## config.mk

```make
export PLATFORM = sky130hd
export DESIGN_NAME = hlt_timer
export DESIGN_NICKNAME = d
export VERILOG_FILES = /design/src/rtl/hlt_pkg.sv /design/src/rtl/hlt_timer.sv
export VERILOG_INCLUDE_DIRS = /design/src /design/src/rtl
export SDC_FILE = /design/constraint.sdc
export NUM_CORES = 1
export LEC_CHECK = 0
export ABC_AREA = 1
export BUFFER_PORTS_ARGS = -buffer_cell sky130_fd_sc_hd__buf_2
export CORE_MARGIN = 2
export CORE_UTILIZATION = 57
export DETAILED_ROUTE_END_ITERATION = 10
export PLACE_DENSITY = 0.78
export SLEW_MARGIN = 20
export SYNTH_ARGS = -nofsm -noshare
export SYNTH_HDL_FRONTEND = slang
export SYNTH_SLANG_ARGS = --single-unit
```

## constraint.sdc

```tcl
create_clock -name clock -period 2.3 [get_ports clock]
set_clock_uncertainty 0.15 [all_clocks]
set_input_delay 0.23 -clock clock [delete_from_list [all_inputs] [get_ports clock]]
set_output_delay 0.23 -clock clock [all_outputs]
set_load 0.03 [all_outputs]
```

## src/rtl/hlt_defines.svh

```systemverilog
// Purpose: Constants for the hardware limit period timer
// Assumes: 8-bit register port, one clock domain
// Notes: Offsets are word indices on the plain register port
`ifndef HLT_DEFINES_SVH
`define HLT_DEFINES_SVH

`define HLT_ADDR_CTRL 3'h0
`define HLT_ADDR_MODE 3'h1
`define HLT_ADDR_PERIOD 3'h2
`define HLT_ADDR_COUNT 3'h3
`define HLT_ADDR_STATUS 3'h4

`define HLT_CTRL_RUN 0
`define HLT_CTRL_FAST 1

`define HLT_PERIOD_RST 8'hFF
`define HLT_HOLD_CYCLES 2'h2

`define HLT_GRP_FREE 2'h0
`define HLT_GRP_ONE 2'h1
`define HLT_GRP_MONO 2'h2

`endif

```

## src/rtl/hlt_pkg.sv

```systemverilog
// Purpose: Types for the hardware limit period timer
// Assumes: Used with hlt_defines.svh
// Notes: Whole timer state lives in one packed struct
package hlt_pkg;

    typedef struct packed {
        logic [2:0] addr;
        logic [7:0] wdata;
        logic wr;
        logic rd;
    } hlt_bus_req_t;

    typedef struct packed {
        logic [7:0] count;
        logic match;
        logic counting;
    } hlt_time_base_t;

    typedef struct packed {
        logic run;
        logic fast;
        logic [4:0] mode;
        logic [7:0] period;
        logic [7:0] count;
        logic [1:0] ers_sy;
        logic ers_prev;
        logic [1:0] dbg_sy;
        logic [1:0] run_sy;
        logic started;
        logic [1:0] holdoff;
        logic match;
        logic counting;
        logic [7:0] rdata;
    } hlt_state_t;

endpackage : hlt_pkg

```

## src/rtl/hlt_timer.sv

```systemverilog
// Purpose: 8-bit period timer with hardware limit, gate and one-shot modes
// Assumes: clock is the timer clock; ers and debug pins are asynchronous
// Notes: fast bit selects instruction-clock style run handling
//
// Our own choices: the register addresses and the strobed register port.
`timescale 1ns/10ps
`include "hlt_defines.svh"

module hlt_timer (
    input wire logic clock,
    input wire logic rst,
    input wire hlt_pkg::hlt_bus_req_t bus,
    output logic [7:0] rdata,
    input wire logic external_reset_signal,
    input wire logic debug_mode,
    output hlt_pkg::hlt_time_base_t time_base
);
    import hlt_pkg::*;

    hlt_state_t s_ff;
    hlt_state_t nxt_s;

    logic [1:0] grp;
    logic [2:0] sub;
    logic dbg;
    logic ers_lvl;
    logic rise;
    logic fall;
    logic run_eff;
    logic free_m;
    logic one_m;
    logic mono_m;
    logic lvl_os;
    logic reserved;
    logic start_q;
    logic gate;
    logic edge_rst;
    logic lvl_rst;
    logic wr_run_set;
    logic clr_run;
    logic at_match;

    // Qualifying edge for a 3-bit sub-mode code
    function automatic logic edge_hit(
        input logic [2:0] code,
        input logic r,
        input logic f
    );
        logic hit;
        hit = 1'b0;
        case (code)
            3'h1, 3'h4: hit = r;
            3'h2, 3'h5: hit = f;
            3'h3: hit = r | f;
            default: hit = 1'b0;
        endcase
        return hit;
    endfunction : edge_hit

    always_comb begin
        nxt_s = s_ff;
        grp = s_ff.mode[4:3];
        sub = s_ff.mode[2:0];
        dbg = s_ff.dbg_sy[1];
        // In debug the signal is frozen, so no edge or new level is seen
        ers_lvl = dbg ? s_ff.ers_prev : s_ff.ers_sy[1];
        rise = ers_lvl & ~s_ff.ers_prev;
        fall = ~ers_lvl & s_ff.ers_prev;
        // Slow path costs two clocks but avoids metastable run edges
        run_eff = s_ff.fast ? s_ff.run : s_ff.run_sy[1];
        free_m = (grp == `HLT_GRP_FREE);
        one_m = (grp == `HLT_GRP_ONE) && (sub[2:1] != 2'h3);
        mono_m = (grp == `HLT_GRP_MONO) && (sub != 3'h0) && (sub < 3'h4);
        lvl_os = ((grp == `HLT_GRP_ONE) || (grp == `HLT_GRP_MONO))
            && (sub[2:1] == 2'h3);
        // Reserved codes simply freeze the counter
        reserved = !(free_m || one_m || mono_m || lvl_os);

        start_q = 1'b0;
        if (one_m && (sub == 3'h0)) begin
            start_q = 1'b1;
        end else if (one_m || mono_m) begin
            start_q = edge_hit(sub, rise, fall);
        end else if (lvl_os) begin
            start_q = (ers_lvl == ~sub[0]);
        end

        gate = 1'b1;
        if (free_m && (sub == 3'h1)) begin
            gate = ers_lvl;
        end else if (free_m && (sub == 3'h2)) begin
            gate = ~ers_lvl;
        end

        edge_rst = (free_m && (sub >= 3'h3) && (sub <= 3'h5)
            && edge_hit(sub, rise, fall))
            || (one_m && (sub >= 3'h4) && s_ff.started
            && edge_hit(sub, rise, fall));
        lvl_rst = (free_m && (sub == 3'h6) && !ers_lvl)
            || (free_m && (sub == 3'h7) && ers_lvl)
            || (lvl_os && s_ff.started && (ers_lvl == sub[0]));

        nxt_s.ers_sy = {s_ff.ers_sy[0], external_reset_signal};
        nxt_s.dbg_sy = {s_ff.dbg_sy[0], debug_mode};
        nxt_s.run_sy = {s_ff.run_sy[0], s_ff.run};
        nxt_s.ers_prev = ers_lvl;
        nxt_s.match = 1'b0;
        nxt_s.counting = 1'b0;
        nxt_s.rdata = 8'h00;
        clr_run = 1'b0;
        at_match = (s_ff.count == s_ff.period);

        if (!run_eff) begin
            nxt_s.started = free_m;
        end else if (free_m) begin
            nxt_s.started = 1'b1;
        end else if (!s_ff.started && start_q) begin
            nxt_s.started = 1'b1;
        end

        if (!run_eff || reserved) begin
            nxt_s.count = s_ff.count;
        end else if (edge_rst || lvl_rst) begin
            nxt_s.count = 8'h00;
            nxt_s.holdoff = `HLT_HOLD_CYCLES;
        end else if (s_ff.holdoff != 2'h0) begin
            nxt_s.holdoff = s_ff.holdoff - 2'h1;
        end else if (s_ff.started && gate) begin
            nxt_s.counting = 1'b1;
            if (at_match) begin
                nxt_s.count = 8'h00;
                nxt_s.match = 1'b1;
                if (one_m || lvl_os) begin
                    nxt_s.started = 1'b0;
                    clr_run = 1'b1;
                end else if (mono_m) begin
                    nxt_s.started = 1'b0;
                end
            end else begin
                nxt_s.count = s_ff.count + 8'h01;
            end
        end

        // A software write of run in the match cycle wins over the clear
        wr_run_set = bus.wr && (bus.addr == `HLT_ADDR_CTRL);
        if (wr_run_set) begin
            nxt_s.run = bus.wdata[`HLT_CTRL_RUN];
            nxt_s.fast = bus.wdata[`HLT_CTRL_FAST];
        end else if (clr_run) begin
            nxt_s.run = 1'b0;
        end
        if (bus.wr && (bus.addr == `HLT_ADDR_MODE)) begin
            nxt_s.mode = bus.wdata[4:0];
        end
        if (bus.wr && (bus.addr == `HLT_ADDR_PERIOD)) begin
            nxt_s.period = bus.wdata;
        end
        if (bus.rd) begin
            case (bus.addr)
                `HLT_ADDR_CTRL: nxt_s.rdata = {6'h00, s_ff.fast, s_ff.run};
                `HLT_ADDR_MODE: nxt_s.rdata = {3'h0, s_ff.mode};
                `HLT_ADDR_PERIOD: nxt_s.rdata = s_ff.period;
                `HLT_ADDR_COUNT: nxt_s.rdata = s_ff.count;
                `HLT_ADDR_STATUS: nxt_s.rdata = {4'h0, ers_lvl,
                    (s_ff.holdoff != 2'h0), s_ff.started, run_eff};
                default: nxt_s.rdata = 8'h00;
            endcase
        end
    end

    always_ff @(posedge clock) begin
        if (rst) begin
            s_ff <= '0;
            s_ff.period <= `HLT_PERIOD_RST;
        end else begin
            s_ff <= nxt_s;
        end
    end

    assign rdata = s_ff.rdata;
    assign time_base.count = s_ff.count;
    assign time_base.match = s_ff.match;
    assign time_base.counting = s_ff.counting;
endmodule : hlt_timer

```

==> flow_summary.json <==
{
  "status": "finished clean",
  "numCtsBuffers": 5,
  "port_buffers": 34,
  "fin_nets": 409,
  "place_congestion": 0.865,
  "ys_types": 34,
  "finalMaxSlewViolations": 0,
  "worstSkewPairLatency_ns": 0.30,
  "endpoint_kind": "flip-flop",
  "hold_viol_final": 0,
  "drive_gt1_share_pct": 17.9,
  "hold_depth": 3,
  "fin_area_mm2": 0.00268,
  "worst_pin_slew_ns": 0.515,
  "synth_area_leaders": "dfxtp_1 35%, nand2_1 14%, inv_1 6.8%",
  "cts_setup_buffers": 0,
  "grt_pass1_vias": 2109,
  "p_per_area_mw_per_mm2": 533,
  "synthMuxAreaShare_pct": 0,
  "drtPass1Iterations": 5,
  "worst_slack_ns": 0.338,
  "netlist_area_mm2": 0.00247,
  "synth-xor-area-share_pct": 1.07,
  "ctsHoldBuffers": 4,
  "hold_class": "in -> reg",
  "maxSlewHeadroom_pct": 65.3,
  "vias": 2330,
  "regToRegSetupSlack_ns": 0.34,
  "fmax_mhz": 510,
  "ant_nets": 0,
  "antenna_found_initial": 0,
  "antenna_cells": 0,
  "grt_overflow": 0,
  "synthAdderAreaFrac_pct": 3.55,
  "met1_usage_pct": 34.2,
  "pre_cts_slack_ns": 0.351,
  "startpoint_type": "flip-flop",
  "holdWs_ns": 0.0119,
  "area_growth_syn_to_layout_pct": 8.73,
  "fp.dieW_um": 69.8,
  "yosys_warnings": 0,
  "wirelength_um": 5640,
  "synth_top_family_by_area": "simple AND/OR/NAND/NOR gates",
  "setup_violations": 0,
  "rsz0062_at_grt": "false",
  "grtUsageTotal_pct": 24.8,
  "synthCells": 361,
  "fin_crit_ns": 1.96,
  "clock_sinks": 43,
  "synth-simple-area-share_pct": 30.9,
  "grt_max_degree": 16,
  "coreArea_mm2": 0.00409,
  "vias_per_cell": 5.34,
  "grt_util_met2_pct": 36.6,
  "synth_area_per_cell_um2": 6.83,
  "cts_buffer_depth": 2,
  "use_met3_pct": 6.25,
  "clkTransAtPathRegs_ns": 0.09,
  "io_pins": 35,
  "die_y_um": 69.8,
  "drt_iter0_drc": 238,
  "h-tree-depth": 2,
  "num_rows": 23,
  "die_area_mm2": 0.00487,
  "rr_worst_depth": 10,
  "finalCritPeriodShare_pct": 85.3,
  "critPathArrivalTime_ns": 2.06,
  "cts-resized-gates": 0,
  "dpl_cell_area_mm2": 0.00255,
  "grt_pass1_wl_um": 9780,
  "top_usage_layer": "met2",
  "ys_seq_area_share_pct": 34.9,
  "tns_ns": 0,
  "ys_ff_latch": 43,
  "final_common_cell": "nand2_1",
  "peakVddDrop_mv": 0.274,
  "cts_tree": "yes",
  "final_cell_mix": "95 x nand2_1, 45 x inv_1, 43 x dfxtp_1",
  "wl_per_cell_um": 12.9,
  "cp_data_required_time_ns": 2.40,
  "syn_nets": 385,
  "clockRootBuffer": "clkbuf_8",
  "final_core_util_pct": 65.6,
  "maxCapViolCount": 0,
  "initial_core_util_pct": 60.3,
  "drc_errors": 0,
  "path_max_fanout": 7,
  "post-dp-hpwl_um": 4300,
  "path_class": "reg -> reg",
  "synth_top_area_share_pct": 34.9,
  "yosys.area.top_type": "dfxtp_1",
  "p_leak_uw": 0.00132,
  "synth_compound_area_share_pct": 14.4
}
[registers in the layout, indices dropped and copies added, names as in the netlist]
signal / flops
s_ff: 18
grp: 2
time_base: 10
dbg: 1
nxt_s: 4
rdata: 8
[stage by stage]
step                instances  total power, uW
floorplan                 361              895
global placement          424              936
detailed placement        424              937
CTS                       436             1440
global route              436             1490
finish                    436             1430
[logic make-up after synthesis]
| kind of cell | after synthesis |
|---|---|
| DFF | 43 |
| adders and majority gates | 7 |
| buffers and inverters | 76 |
| AOI/OAI and AO/OA | 56 |
| and+or+nand+nor | 176 |
| xor gates and xnor gates | 3 |
[cell usage after synthesis]
| master | n |
|---|---|
| nand2_1 | 95 |
| inv_1 | 45 |
| dfxtp_1 | 43 |
| nor2_1 | 39 |
| buf_4 | 19 |
| a21oi_1 | 17 |
| nand3_1 | 16 |
| o21ai_0 | 10 |
| nand2_2 | 8 |
| nand4_1 | 8 |
| o211ai_1 | 8 |
| ha_1 | 7 |
| a21oi_2 | 5 |
| a221oi_1 | 4 |
| inv_2 | 4 |
| o22ai_1 | 4 |
| a22oi_1 | 3 |
| buf_2 | 3 |
| nor3_1 | 3 |
| xor2_1 | 3 |
| nand3_2 | 2 |
| nand3b_1 | 2 |
| o21ai_1 | 2 |
| buf_1 | 1 |
| buf_8 | 1 |
| clkbuf_1 | 1 |
| clkinv_1 | 1 |
| inv_4 | 1 |
| nand2_4 | 1 |
| nor2_2 | 1 |
| nor2_4 | 1 |
| o21bai_1 | 1 |
| o221ai_1 | 1 |
| o31ai_1 | 1 |
[worst max-delay path, stage by stage, from the launching register on]
cell and delay, ns:
dfxtp_1 0.35, inv_1 0.06, nand2_1 0.06, nand2_1 0.11, ha_1 0.29, inv_1 0.04, nand4_1 0.09, nand3_2 0.13
a21oi_2 0.30, nand4_1 0.19, a21oi_2 0.14
[final timing paths]
kind	start	endpoint
worst max-delay path	dbg	time_base[7]
worst min register to register	nxt_s[14]	s_ff[14]
worst max register to register	dbg	time_base[7]
worst min-delay path	bus[8]	s_ff[34]
[routing by layer]
metal,wire [um],vias up,part of all wire (%)
met1,2600,1020,46
met2,2400,103,42
li1,-,1187,-
met3,455,20,8.1
met4,193,0,3.4
met5,0,-,0
[power by group]
group / internal, uW / switching (uW)
Combinational: 54.1 / 97.1
Clock: 217 / 284
Sequential: 763 / 15.2
[layout make-up]
type,instances,area [um^2]
fill,380,1410
multi-input combinational,242,1230
sequential,43,861
timing repair buffer,42,240
inverter,51,194
clock buffer,5,68.8
tap,50,62.6
clock inverter,3,23.8
No activity file was read; power rests on OpenSTA's default activity.
